`src/hw/psp_pkg.sv`:
```
// Purpose: constants and types shared by the serial port and output pin logic
// Assumes: 24-bit register words, 6-bit register address space
// Notes: byte offsets are register numbers on the serial link, not bus addresses
package psp_pkg;

    // ************************************************************
    // register map
    // ************************************************************
    localparam logic [5:0] PSP_OFF_ID_CMD = 6'h00;
    localparam logic [5:0] PSP_OFF_OUT_CTRL = 6'h0f;
    localparam int PSP_WORD_W = 24;
    localparam int PSP_ADDR_W = 6;

    // ************************************************************
    // field positions
    // ************************************************************
    localparam int PSP_CMD_RDADDR_MSB = 4;
    localparam int PSP_CMD_SOFTRST_BIT = 5;
    localparam int PSP_CMD_STROBE_LSB = 6;
    localparam int PSP_OC_SEL_MSB = 4;
    localparam int PSP_OC_NOMUX_BIT = 6;
    localparam int PSP_OC_FORCE_ON_BIT = 7;
    localparam int PSP_OC_NO_PULLUP_BIT = 8;
    localparam int PSP_OC_NO_PULLDN_BIT = 9;
    localparam logic [23:0] PSP_OUT_CTRL_RESET = 24'h000001;

    // ************************************************************
    // frame positions, counted in serial clock rising edges
    // ************************************************************
    localparam logic [5:0] PSP_EDGE_DIR = 6'h01;
    localparam logic [5:0] PSP_EDGE_ADDR_LAST = 6'h07;
    localparam logic [5:0] PSP_EDGE_DATA_FIRST = 6'h08;
    localparam logic [5:0] PSP_EDGE_DATA_LAST = 6'h1f;
    localparam logic [5:0] PSP_EDGE_FRAME_END = 6'h20;
    localparam logic [5:0] PSP_EDGE_MAX = 6'h3f;
    localparam logic [2:0] PSP_CHIP_ADDR = 3'h0;

    typedef enum logic [1:0] {PSP_MODE_UNDECIDED, PSP_MODE_LEGACY, PSP_MODE_MULTIDROP} psp_mode_t;

endpackage

```
`src/hw/psp_serial_port.sv`:
```
// Purpose: serial slave port with mode detection and shared output pin control
// Assumes: serial pins are asynchronous and slow against clk; rst_b is power-on reset
// Notes: registers other than 00h and 0fh live outside and are reached by the write and read ports
`timescale 1ns/1ps

// Overview of operation
// - register zero reads a fixed version word
// - pin tri-stated after reset, drives addressed reads
// - legacy: drive only last 24 read bits
// - multidrop: drive when chip address is zero
// - output control bit 7 forces driver on
// - auto switch to read data, bit 6 blocks
// - keep-off input low: drive while disabled
// - master enable low disables driver entirely
// - bits 8 and 9 disable pull halves
// - early enable rise with zero address writes nothing
// - multidrop read spans first clock to enable
// - five-bit select picks general output, default lock
// - register zero write: address, soft reset, strobes
// - first edge after reset fixes the mode
// - five-bit addresses, legacy accepts six bits
// - legacy frame: direction, six address, 24 data
// - legacy first rising edge gives direction
// - legacy address on edges two to seven
// - legacy write data 8-31, commit at 32
// - legacy read data out on edges 8-31
// - legacy read returns pin at edge 32
// - multidrop frame commits on enable rise
module psp_serial_port
    import psp_pkg::*;
#(
    parameter logic [23:0] VERSION_WORD = 24'h000a5c, // arbitrary value
    parameter int NUM_SOURCES = 32
)
(
    input wire logic clk,
    input wire logic rst_b,
    input wire logic serial_clk,
    input wire logic serial_enable,
    input wire logic serial_data_in,
    input wire logic lock_indicator,
    input wire logic [NUM_SOURCES-1:0] general_output_signal,
    input wire logic chip_enabled,
    input wire logic keep_off_when_disabled,
    input wire logic driver_master_enable,
    input wire logic [23:0] ext_rd_data,
    output logic [5:0] ext_rd_addr,
    output logic lock_or_readback_pin_o,
    output logic lock_or_readback_pin_oe,
    output logic pullup_enable,
    output logic pulldown_enable,
    output logic wr_stb,
    output logic [5:0] wr_addr,
    output logic [23:0] wr_data,
    output logic soft_reset_pulse,
    output logic strobe_pulse,
    output logic [17:0] general_strobes,
    output psp_mode_t link_mode
);

    // ************************************************************
    // state
    // ************************************************************
    typedef struct packed {
        logic sclk_s1;
        logic sclk_s2;
        logic sclk_s3;
        logic ena_s1;
        logic ena_s2;
        logic ena_s3;
        logic sdi_s1;
        logic sdi_s2;
        psp_mode_t mode;
        logic [5:0] edge_cnt;
        logic [31:0] shift;
        logic [23:0] rd_shift;
        logic sdo_bit;
        logic read_act;
        logic leg_read;
        logic [4:0] rd_addr;
        logic [23:0] out_ctrl;
        logic wr_stb;
        logic [5:0] wr_addr;
        logic [23:0] wr_data;
        logic soft_rst;
        logic strobe;
        logic [17:0] strobes;
    } psp_state_t;

    localparam psp_state_t PSP_STATE_RESET = '{
        mode: PSP_MODE_UNDECIDED,
        out_ctrl: PSP_OUT_CTRL_RESET,
        default: '0
    };

    psp_state_t st_q;
    psp_state_t st_d;
    logic [5:0] rd_addr_sel;
    logic [23:0] rd_word;

    // ************************************************************
    // read decode
    // ************************************************************
    function automatic logic [23:0] read_word(input logic [5:0] addr, input logic [23:0] out_ctrl,
                                              input logic [23:0] ext);
        logic [23:0] w;
        w = ext;
        if (addr == PSP_OFF_ID_CMD)
        begin
            w = VERSION_WORD;
        end
        else if (addr == PSP_OFF_OUT_CTRL)
        begin
            w = out_ctrl;
        end
        return w;
    endfunction

    always_comb
    begin
        // legacy reads address by the six bits just shifted, multidrop by the stored read address
        if (st_q.mode == PSP_MODE_LEGACY)
        begin
            rd_addr_sel = {st_q.shift[4:0], st_q.sdi_s2};
        end
        else
        begin
            rd_addr_sel = {1'b0, st_q.rd_addr};
        end
        rd_word = read_word(rd_addr_sel, st_q.out_ctrl, ext_rd_data);
    end

    assign ext_rd_addr = rd_addr_sel;

    // ************************************************************
    // next state
    // ************************************************************
    always_comb
    begin
        logic sclk_rise;
        logic ena_rise;
        logic ena_fall;
        logic [5:0] n;
        logic commit;
        logic [5:0] c_addr;
        logic [23:0] c_data;
        sclk_rise = 1'b0;
        ena_rise = 1'b0;
        ena_fall = 1'b0;
        n = '0;
        commit = 1'b0;
        c_addr = '0;
        c_data = '0;
        st_d = st_q;
        st_d.sclk_s1 = serial_clk;
        st_d.sclk_s2 = st_q.sclk_s1;
        st_d.sclk_s3 = st_q.sclk_s2;
        st_d.ena_s1 = serial_enable;
        st_d.ena_s2 = st_q.ena_s1;
        st_d.ena_s3 = st_q.ena_s2;
        st_d.sdi_s1 = serial_data_in;
        st_d.sdi_s2 = st_q.sdi_s1;
        st_d.wr_stb = 1'b0;
        st_d.soft_rst = 1'b0;
        st_d.strobe = 1'b0;
        sclk_rise = st_q.sclk_s2 && !st_q.sclk_s3;
        ena_rise = st_q.ena_s2 && !st_q.ena_s3;
        ena_fall = !st_q.ena_s2 && st_q.ena_s3;
        if (st_q.edge_cnt != PSP_EDGE_MAX)
        begin
            n = 6'(st_q.edge_cnt + 6'h01);
        end
        else
        begin
            n = PSP_EDGE_MAX;
        end

        // enable wins a tie, since it is the legacy frame start
        if (st_q.mode == PSP_MODE_UNDECIDED)
        begin
            if (ena_rise)
            begin
                st_d.mode = PSP_MODE_LEGACY;
            end
            else if (sclk_rise)
            begin
                st_d.mode = PSP_MODE_MULTIDROP;
            end
        end

        if (st_d.mode == PSP_MODE_LEGACY)
        begin
            if (ena_rise || ena_fall)
            begin
                st_d.edge_cnt = '0;
                st_d.shift = '0;
                st_d.read_act = 1'b0;
            end
            else if (sclk_rise && st_q.ena_s2)
            begin
                st_d.edge_cnt = n;
                if (n == PSP_EDGE_DIR)
                begin
                    st_d.leg_read = st_q.sdi_s2;
                end
                else if (n <= PSP_EDGE_DATA_LAST)
                begin
                    st_d.shift = {st_q.shift[30:0], st_q.sdi_s2};
                end
                if (n == PSP_EDGE_ADDR_LAST)
                begin
                    st_d.rd_shift = rd_word;
                end
                if (st_q.leg_read && n >= PSP_EDGE_DATA_FIRST && n <= PSP_EDGE_DATA_LAST)
                begin
                    st_d.sdo_bit = st_q.rd_shift[23];
                    st_d.rd_shift = {st_q.rd_shift[22:0], 1'b0};
                    st_d.read_act = 1'b1;
                end
                if (n == PSP_EDGE_FRAME_END)
                begin
                    st_d.read_act = 1'b0;
                    commit = !st_q.leg_read;
                    c_addr = st_q.shift[29:24];
                    c_data = st_q.shift[23:0];
                end
            end
        end
        else if (st_d.mode == PSP_MODE_MULTIDROP)
        begin
            if (ena_rise)
            begin
                commit = st_q.edge_cnt >= PSP_EDGE_FRAME_END && st_q.shift[2:0] == PSP_CHIP_ADDR;
                c_addr = {1'b0, st_q.shift[7:3]};
                c_data = st_q.shift[31:8];
                st_d.read_act = 1'b0;
                st_d.edge_cnt = '0;
                st_d.shift = '0;
            end
            else if (sclk_rise && !st_q.ena_s2)
            begin
                st_d.edge_cnt = n;
                st_d.shift = {st_q.shift[30:0], st_q.sdi_s2};
                st_d.read_act = 1'b1;
                if (st_q.edge_cnt == '0)
                begin
                    st_d.sdo_bit = rd_word[23];
                    st_d.rd_shift = {rd_word[22:0], 1'b0};
                end
                else
                begin
                    st_d.sdo_bit = st_q.rd_shift[23];
                    st_d.rd_shift = {st_q.rd_shift[22:0], 1'b0};
                end
            end
        end

        if (commit)
        begin
            st_d.wr_stb = 1'b1;
            st_d.wr_addr = c_addr;
            st_d.wr_data = c_data;
            if (c_addr == PSP_OFF_ID_CMD)
            begin
                st_d.rd_addr = c_data[PSP_CMD_RDADDR_MSB:0];
                st_d.strobe = 1'b1;
                st_d.strobes = c_data[23:PSP_CMD_STROBE_LSB];
                if (c_data[PSP_CMD_SOFTRST_BIT])
                begin
                    // soft reset leaves the chosen mode alone
                    st_d.soft_rst = 1'b1;
                    st_d.rd_addr = '0;
                    st_d.out_ctrl = PSP_OUT_CTRL_RESET;
                end
            end
            else if (c_addr == PSP_OFF_OUT_CTRL)
            begin
                st_d.out_ctrl = c_data;
            end
        end
    end

    always_ff @(posedge clk)
    begin
        if (!rst_b)
        begin
            st_q <= PSP_STATE_RESET;
        end
        else
        begin
            st_q <= st_d;
        end
    end

    // ************************************************************
    // output pin
    // ************************************************************
    logic [NUM_SOURCES-1:0] sources;
    logic gen_out_bit;
    logic read_drive;
    logic drive;

    always_comb
    begin
        sources = general_output_signal;
        sources[1] = lock_indicator;
        gen_out_bit = sources[st_q.out_ctrl[PSP_OC_SEL_MSB:0]];
        if (st_q.mode == PSP_MODE_MULTIDROP)
        begin
            read_drive = st_q.read_act && st_q.shift[2:0] == PSP_CHIP_ADDR;
        end
        else
        begin
            read_drive = st_q.read_act && st_q.mode == PSP_MODE_LEGACY;
        end
        // host should only trust the lock level between frames: enable low in legacy, enable high in multidrop
        drive = driver_master_enable
            && (chip_enabled || !keep_off_when_disabled)
            && (st_q.out_ctrl[PSP_OC_FORCE_ON_BIT] || read_drive);
    end

    assign lock_or_readback_pin_o = (read_drive && !st_q.out_ctrl[PSP_OC_NOMUX_BIT]) ? st_q.sdo_bit : gen_out_bit;
    assign lock_or_readback_pin_oe = drive;
    assign pullup_enable = drive && !st_q.out_ctrl[PSP_OC_NO_PULLUP_BIT];
    assign pulldown_enable = drive && !st_q.out_ctrl[PSP_OC_NO_PULLDN_BIT];
    assign wr_stb = st_q.wr_stb;
    assign wr_addr = st_q.wr_addr;
    assign wr_data = st_q.wr_data;
    assign soft_reset_pulse = st_q.soft_rst;
    assign strobe_pulse = st_q.strobe;
    assign general_strobes = st_q.strobes;
    assign link_mode = st_q.mode;

endmodule

```
`config.mk`:
```
export PLATFORM = sky130hd
export DESIGN_NAME = psp_serial_port
export DESIGN_NICKNAME = d
export VERILOG_FILES = /design/src/hw/psp_pkg.sv /design/src/hw/psp_serial_port.sv
export SDC_FILE = /design/constraint.sdc
export NUM_CORES = 1
export LEC_CHECK = 0
export ABC_AREA = 1
export BUFFER_PORTS_ARGS = -buffer_cell sky130_fd_sc_hd__buf_4
export CORE_AREA = 2 2 127 129
export CTS_BUF_LIST = sky130_fd_sc_hd__clkbuf_4 sky130_fd_sc_hd__clkbuf_8 sky130_fd_sc_hd__clkbuf_16
export DETAILED_ROUTE_END_ITERATION = 16
export DIE_AREA = 0 0 129 131
export GPL_TIMING_DRIVEN = 0
export PLACE_DENSITY_LB_ADDON = 0.12
export SLEW_MARGIN = 10
export SYNTH_ARGS = -nofsm -noshare
export SYNTH_HDL_FRONTEND = slang
export SYNTH_SLANG_ARGS = --single-unit
```
`constraint.sdc`:
```
create_clock -name clk -period 3 [get_ports clk]
set_input_delay 0.6 -clock clk [delete_from_list [all_inputs] [get_ports clk]]
set_output_delay 0.6 -clock clk [all_outputs]
set_load 0.02 [all_outputs]
```
==> impl_metrics.ini, run 1 <==
[power_and_ir_drop]
power.leakage_nw = 4.50
p_sw_share_pct = 27.0
fin_total_pwr_mw = 4.64
switchingPower_mw = 1.25
ir_worst_vdd_uv = 416
pwrdens_nw_per_um2 = 451
share_comb_of_total_power_pct = 10.3
proportion_of_power_drawn_by_the_clock_network_pct = 44.1
seq_power_share_pct = 45.7
internal-power_mw = 3.38

[yosys]
synth-seq-area-share_pct = 37.2
yosysTopAreaCell = dfxtp_1
synth_cell_type_count = 45
synth_async_sr_flop_share_pct = 0
netlist_area_um2 = 8340
warning_count_from_the_yosys_run = 0
post-synth-top-area-fraction_pct = 37.2
ys_ff_latch = 155
syn_avg_cell_area_um2 = 6.58
yosys_most_used_dff = dfxtp_1
synth_enable_flop_cells = 0
synth_nets = 1339
synthCells = 1269
ys_top_cells_by_area = dfxtp_1 37%, nand2_1 14%, nor2_1 8.7%

[global_route]
first_pass_grt_wire_length_um = 40000
grt_antenna_before_repair = 0
grt_max_degree = 20
first_global_vias = 7745
grt_remaining_overflow = 0
grt.total_usage_pct = 30.4

[drt]
ant_nets = 0
routed-via-count = 8791
route.top_layer_used = met4
drc = 0
viasPerCell = 5.34
avgRoutedWirePerCell_um = 15.9
dr_wl_met2_um = 12100
detail_route.iter0.violations = 1039
drtPass1Iterations = 6
detailroute.wirelength.met3_um = 2090
wl_met1_um = 11300
drt_wl_total_um = 26200

[sta]
hold_slack_ns = 0.358
finalSetupViolCount = 0
setup_tns_ns = 0
rsz0062_at_grt = true
timing.final.crit_share_pct = 96.0
post-route-min-period_ns = 2.88
clock.fmax_mhz = 347
timing.final.hold_violations = 0
clock-skew-final_ns = 0.00912
timing_worst_slew_pin_value_ns = 0.748
timing.final.ws_setup_ns = 0.119
final_max_slew_viol_count = 0
worst_slew_margin_rel_pct = 49.6

[layout]
fill_cells = 1434
final_cell_count_no_fill = 1646
final_core_utilization_pct = 66.0
layout.cell_area.non_filler_um2 = 10300
layout_common_cells = 319 x nand2_1, 192 x nor2_1, 187 x buf_4
area.growth.synth_to_final_pct = 23.3
share_of_layout_cells_above_drive_strength_1_pct = 21.3
register_cell_area_after_layout_um2 = 3110
num_antenna_cells = 0
layout.cells.most_common = nand2_1
multiInputGateArea_um2 = 4260
final_net_count = 1487

[worst_hold_path]
hold_end = st_d[153]$_SDFF_PN0_
min_path_type = primary input to register
min_delay_path_depth = 3
hold_path.startpoint = serial_clk

[critical_path]
timing.critical_path.arrival_ns = 3.25
crit_path_end_kind = register
cp-start-kind = register
setup.reg_to_reg.worst_slack_ns = 0.12
crit_path_max_fanout = 10
critPathRequiredTime_ns = 3.37
r2r-start = st_q[139]$_SDFFE_PN0P_
rr_worst_depth = 14
timing.setup.critical_path_class = register to register
worstReg2RegEnd = st_q[72]$_SDFFE_PN0P_

[floorplan]
boundaryPins = 128
fp.dieW_um = 129
floorplan.die_area_um2 = 16900
core_area_um2 = 15600
placement_rows = 46
die_height_um = 131
start_util_pct = 53.5

[clocking]
cts_htree_levels = 4
clk_root_buffer_cell = clkbuf_16
cts_inserted_buffers = 17
cts.sinks = 155
cts_hold_buffers = 0
max-clock-path-buffers = 2
cts_tree = built
clk_pin_slew_worst_paths_ns = 0.07
worst_skew_pair.late_latency_ns = 0.43

[placement]
place.port_buffers = 126
postPlaceCellArea_um2 = 9560
placement.setup.worst_slack_ns = -0.351
finalWeightedCongestion = 0.991
post-dp-hpwl_um = 19400
placed_cells = 1611

[job]
maxCapViolCount = 0

[status]
status = completed
layout make-up:
cell class | count | area share [%]
flip-flops and latches | 155 | 30.2
clock buffers | 19 | 4.34
clock inverters | 13 | 1.06
plain buffers | 117 | 6.93
multi-input cells | 891 | 41.4
inverters | 103 | 3.81
well taps | 216 | 2.63
repair buffers | 132 | 9.63
power groups by stage:
| stage | logic [mW] | registers, mW | clock network (mW) |
|---|---|---|---|
| 3_3_place_gp | 0.445 | 2.16 | 0 |
| 5_1_grt | 0.526 | 2.12 | 2.14 |
| 6_report | 0.476 | 2.12 | 2.04 |
| 2_1_floorplan | 0.281 | 2.16 | 0 |
| 3_5_place_dp | 0.447 | 2.16 | 0 |
| 4_1_cts | 0.454 | 2.12 | 2.04 |
cell usage after synthesis (5+ instances only):
cell / count
a211oi_1: 6
inv_1: 94
clkbuf_1: 36
a21oi_1: 70
nor2_2: 8
nand2_2: 6
nand2_1: 320
o211ai_1: 12
nor2_4: 5
nand3_1: 62
o21bai_1: 7
a31oi_1: 5
o21ai_0: 109
nor2_1: 193
dfxtp_1: 155
o21ai_1: 21
nand4_1: 6
ha_1: 5
buf_4: 54
o31ai_1: 5
o22ai_1: 15
buf_2: 22
critical path, stage by stage, from the launching register on:
cell and delay [ns]:
dfxtp_1 0.49, ha_1 0.24, nand2_2 0.08, inv_2 0.08
nand2_1 0.07, nand2_1 0.12, nand3_2 0.11, nor2_4 0.22
nand2_2 0.12, clkbuf_1 0.30, o31ai_1 0.64, nand2_1 0.13
nand2_1 0.10, nand2_1 0.05, nor2_1 0.08
how the worst max path moves through the flow:
stage	startpoint	endpoint	slack, ns	depth (start not counted)
floorplan	st_d[149]$_SDFF_PN0_	st_q[65]$_SDFFE_PN0P_	0.40	20
global placement	st_d[149]$_SDFF_PN0_	st_q[86]$_SDFFE_PN0P_	-0.35	17
detailed placement	st_d[149]$_SDFF_PN0_	st_q[100]$_SDFFE_PN0P_	-0.35	17
CTS	st_d[149]$_SDFF_PN0_	st_q[78]$_SDFFE_PN0P_	0.02	18
global route	st_q[149]$_SDFF_PN0_	st_q[63]$_SDFFE_PN0P_	-0.02	22
finish	st_q[139]$_SDFFE_PN0P_	st_q[72]$_SDFFE_PN0P_	0.12	14
cell families after synthesis:
| kind of cell | count (synthesis) | synth area share (%) |
|---|---|---|
| AND/OR/NAND/NOR | 624 | 31.4 |
| AO/OA/AOI/OAI | 262 | 17.5 |
| buffers and inverters | 223 | 13.2 |
| flip-flops | 155 | 37.2 |
| adder cells (fa/ha/maj) | 5 | 0.750 |
routing by layer:
| metal | vias up | track usage [%] |
|---|---|---|
| met1 | 3989 | 39.8 |
| met5 | - | 0 |
| li1 | 4342 | - |
| met3 | 67 | 6.47 |
| met2 | 393 | 50.1 |
| met4 | 0 | 10.4 |
registers in the layout, indices dropped and copies added, names as in the netlist:
name / cells
wr_data: 24
st_d: 5
link_mode: 2
wr_addr: 6
general_strobes: 18
strobe_pulse: 1
wr_stb: 1
soft_reset_pulse: 1
st_q: 97
timing repair:
action | CTS | global route
setup endpoints to repair | 128 | 127
pin swaps | 0 | 2
setup buffers | 0 | 6
resized for setup | 10 | 27
(Power assumes the default switching activity.)
==> run 2, diff against run 1 <==
CELL_PAD_IN_SITES_DETAIL_PLACEMENT = 1   (was not set)
CELL_PAD_IN_SITES_GLOBAL_PLACEMENT = 1   (was not set)
CORE_AREA = 2 2 148 150   (was 2 2 127 129)
DIE_AREA = 0 0 150 152   (was 0 0 129 131)
==> run 2 against run 1 <==
Compared with the run above: sequential cell count is the same; sequential share of layout area shrank 0.97 points; register-to-register slack gained 0.04 ns; die area grew 35%; count of clock-buffer cells in the layout shrank 1; total power grew 8.7%; cell count grew 4.4%; cell area grew 3.4%; hold slack lost 0.0042 ns; sequential power is essentially flat; first-iteration DRC count shrank 57%; critical path depth grew 7.
==> impl_metrics.ini, run 2 (synthesis gave the netlist of run 1 again) <==
[status]
status = completed

[floorplan]
fp.dieW_um = 150
start_util_pct = 39.1
die_height_um = 152
boundaryPins = 128
core_area_um2 = 21400
floorplan.die_area_um2 = 22800
placement_rows = 54

[global_route]
first_global_vias = 8944
grt_antenna_before_repair = 0
grt.total_usage_pct = 27.1
grt_remaining_overflow = 0
first_pass_grt_wire_length_um = 48300
grt_max_degree = 17

[drt]
ant_nets = 0
drt_wl_total_um = 31200
routed-via-count = 8822
viasPerCell = 5.13
drc = 0
drtPass1Iterations = 5
avgRoutedWirePerCell_um = 18.2
detail_route.iter0.violations = 447

[critical_path]
timing.setup.critical_path_class = register to register
timing.critical_path.arrival_ns = 3.19
cp-start-kind = register
critPathMostFrequentCell = inv_1
crit_path_end_kind = register
timing.critical_path.buf_inv = 7
worstReg2RegEnd = st_q[51]$_SDFFE_PN1P_
r2r-start = st_q[149]$_SDFF_PN0_
cp_cell_sequence = inv_1 > ha_4 > inv_1 > nand2_1 > nand2_1 > inv_1 > ha_4 > nand3_4 > clkinv_4 > nand2_8 > buf_8 > nor2_1 > nand3_1 > nand2_4 > nand2_2 > inv_2 > nand4_4 > nand2_4 > buf_6 > o21ai_1 > nand3_1
crit_path_max_fanout = 10
critPathRequiredTime_ns = 3.35
setup.reg_to_reg.worst_slack_ns = 0.16
timing.critical_path.slowest_cell_delay_ns = 0.30
dominant_delay_contributor_by_cell_family_on_the_critical_path = simple AND/OR/NAND/NOR gates
critPathSlowestCell = dfxtp_1
rr_worst_depth = 21

[clocking]
cts_tree = built
worst_skew_pair.late_latency_ns = 0.44
cts_htree_levels = 4
max-clock-path-buffers = 2
cts_inserted_buffers = 17
clk_pin_slew_worst_paths_ns = 0.07
cts.sinks = 155
clk_root_buffer_cell = clkbuf_16

[sta]
timing.final.hold_violations = 0
timing_worst_slew_pin_value_ns = 0.774
clock.fmax_mhz = 352
post-route-min-period_ns = 2.84
worst_slew_margin_rel_pct = 48.4
setup_tns_ns = 0
clock-skew-final_ns = 0.0151
final_max_slew_viol_count = 0
timing.final.crit_share_pct = 94.8
finalSetupViolCount = 0

[power_and_ir_drop]
power.leakage_nw = 4.61
ir_worst_vdd_uv = 310
fin_total_pwr_mw = 5.04
pwrdens_nw_per_um2 = 474

[worst_hold_path]
min_delay_path_depth = 3
hold_end = st_d[153]$_SDFF_PN0_
min_path_type = primary input to register
hold_path.startpoint = serial_clk

[layout]
layout_common_cells = 315 x nand2_1, 195 x buf_4, 190 x nor2_1
area.growth.synth_to_final_pct = 27.4
num_antenna_cells = 0
largest_register = st_q
share_of_layout_cells_above_drive_strength_1_pct = 22.7
layout.cells.most_common = nand2_1
final_net_count = 1496
max_reg_flops = 97

[placement]
post-dp-hpwl_um = 23200
finalWeightedCongestion = 0.905
place.port_buffers = 126

[job]
maxCapViolCount = 0
## run 2: cell types whose count changed in the layout (fill, tap and decap cells not counted), moves of 4 or more
cell	change
clkbuf_2	+4
bufinv_16	+4
nand2_1	-4
nand2_2	+4
buf_4	+8
clkbuf_1	-4
o21ai_0	-4
## run 2: how the worst max path moves through the flow
stage	start	to	slack [ns]	depth (start not counted)
final	st_q[149]$_SDFF_PN0_	st_q[51]$_SDFFE_PN1P_	0.16	21
after global routing	st_q[149]$_SDFF_PN0_	st_q[51]$_SDFFE_PN1P_	-0.01	20
after CTS	st_d[149]$_SDFF_PN0_	st_q[93]$_SDFFE_PN0P_	0.0008	20
after detailed placement	st_d[149]$_SDFF_PN0_	st_q[100]$_SDFFE_PN0P_	-0.52	17
after global placement	st_d[149]$_SDFF_PN0_	st_q[100]$_SDFFE_PN0P_	-0.51	17
after floorplan	st_d[149]$_SDFF_PN0_	st_q[65]$_SDFFE_PN0P_	0.40	20
## run 2: layer usage
layer | up-vias | part of all wire (%) | global-route usage [%]
li1 | 4355 | - | -
met1 | 4203 | 45 | 35.2
met2 | 215 | 48 | 45.2
met3 | 49 | 4.7 | 3.93
met4 | 0 | 2.3 | 10.3
met5 | - | 0 | 0
## run 2: area by class of cell
type / count / area [µm²]
Buffer: 118 / 748
Sequential cell: 155 / 3110
Inverter: 103 / 393
Multi-Input combinational cell: 891 / 4340
Clock inverter: 14 / 209
Fill cell: 2859 / 10700
Tap cell: 280 / 350
Timing Repair Buffer: 140 / 1050
Clock buffer: 18 / 433
## run 2: worst min-delay path: cells and delay by family
family	cells	cell delay [ns]
buffers and inverters	2	0.12
and+or+nand+nor	1	0.04
## run 2: through the flow
stage | hold WS, ns | std cells | instance area [µm²] | worst slack [ns] | utilization (%)
floorplan | 0.390 | 1269 | 8340 | 0.404 | -
global placement | 0.396 | 1675 | 9640 | -0.513 | 45.2
detailed placement | 0.405 | 1675 | 9640 | -0.524 | 45.2
CTS | 0.339 | 1707 | 10400 | 0.000790 | 48.6
global route | 0.358 | 1719 | 10600 | -0.0137 | 49.8
finish | 0.354 | 1719 | 10600 | 0.157 | 49.8
## run 2: repair_timing
action                     4_1_cts  5_1_grt
pin swaps                        1        9
setup endpoints to repair      136      119
hold buffers                     0        0
buffers inserted                 1       13
resized for setup               24       51
## run 2: power breakdown
part	leakage (nW)	switching (mW)	internal, mW
registers	1.25	0.0271	2.09
logic	3.05	0.313	0.193
clock network	0.311	0.988	1.43
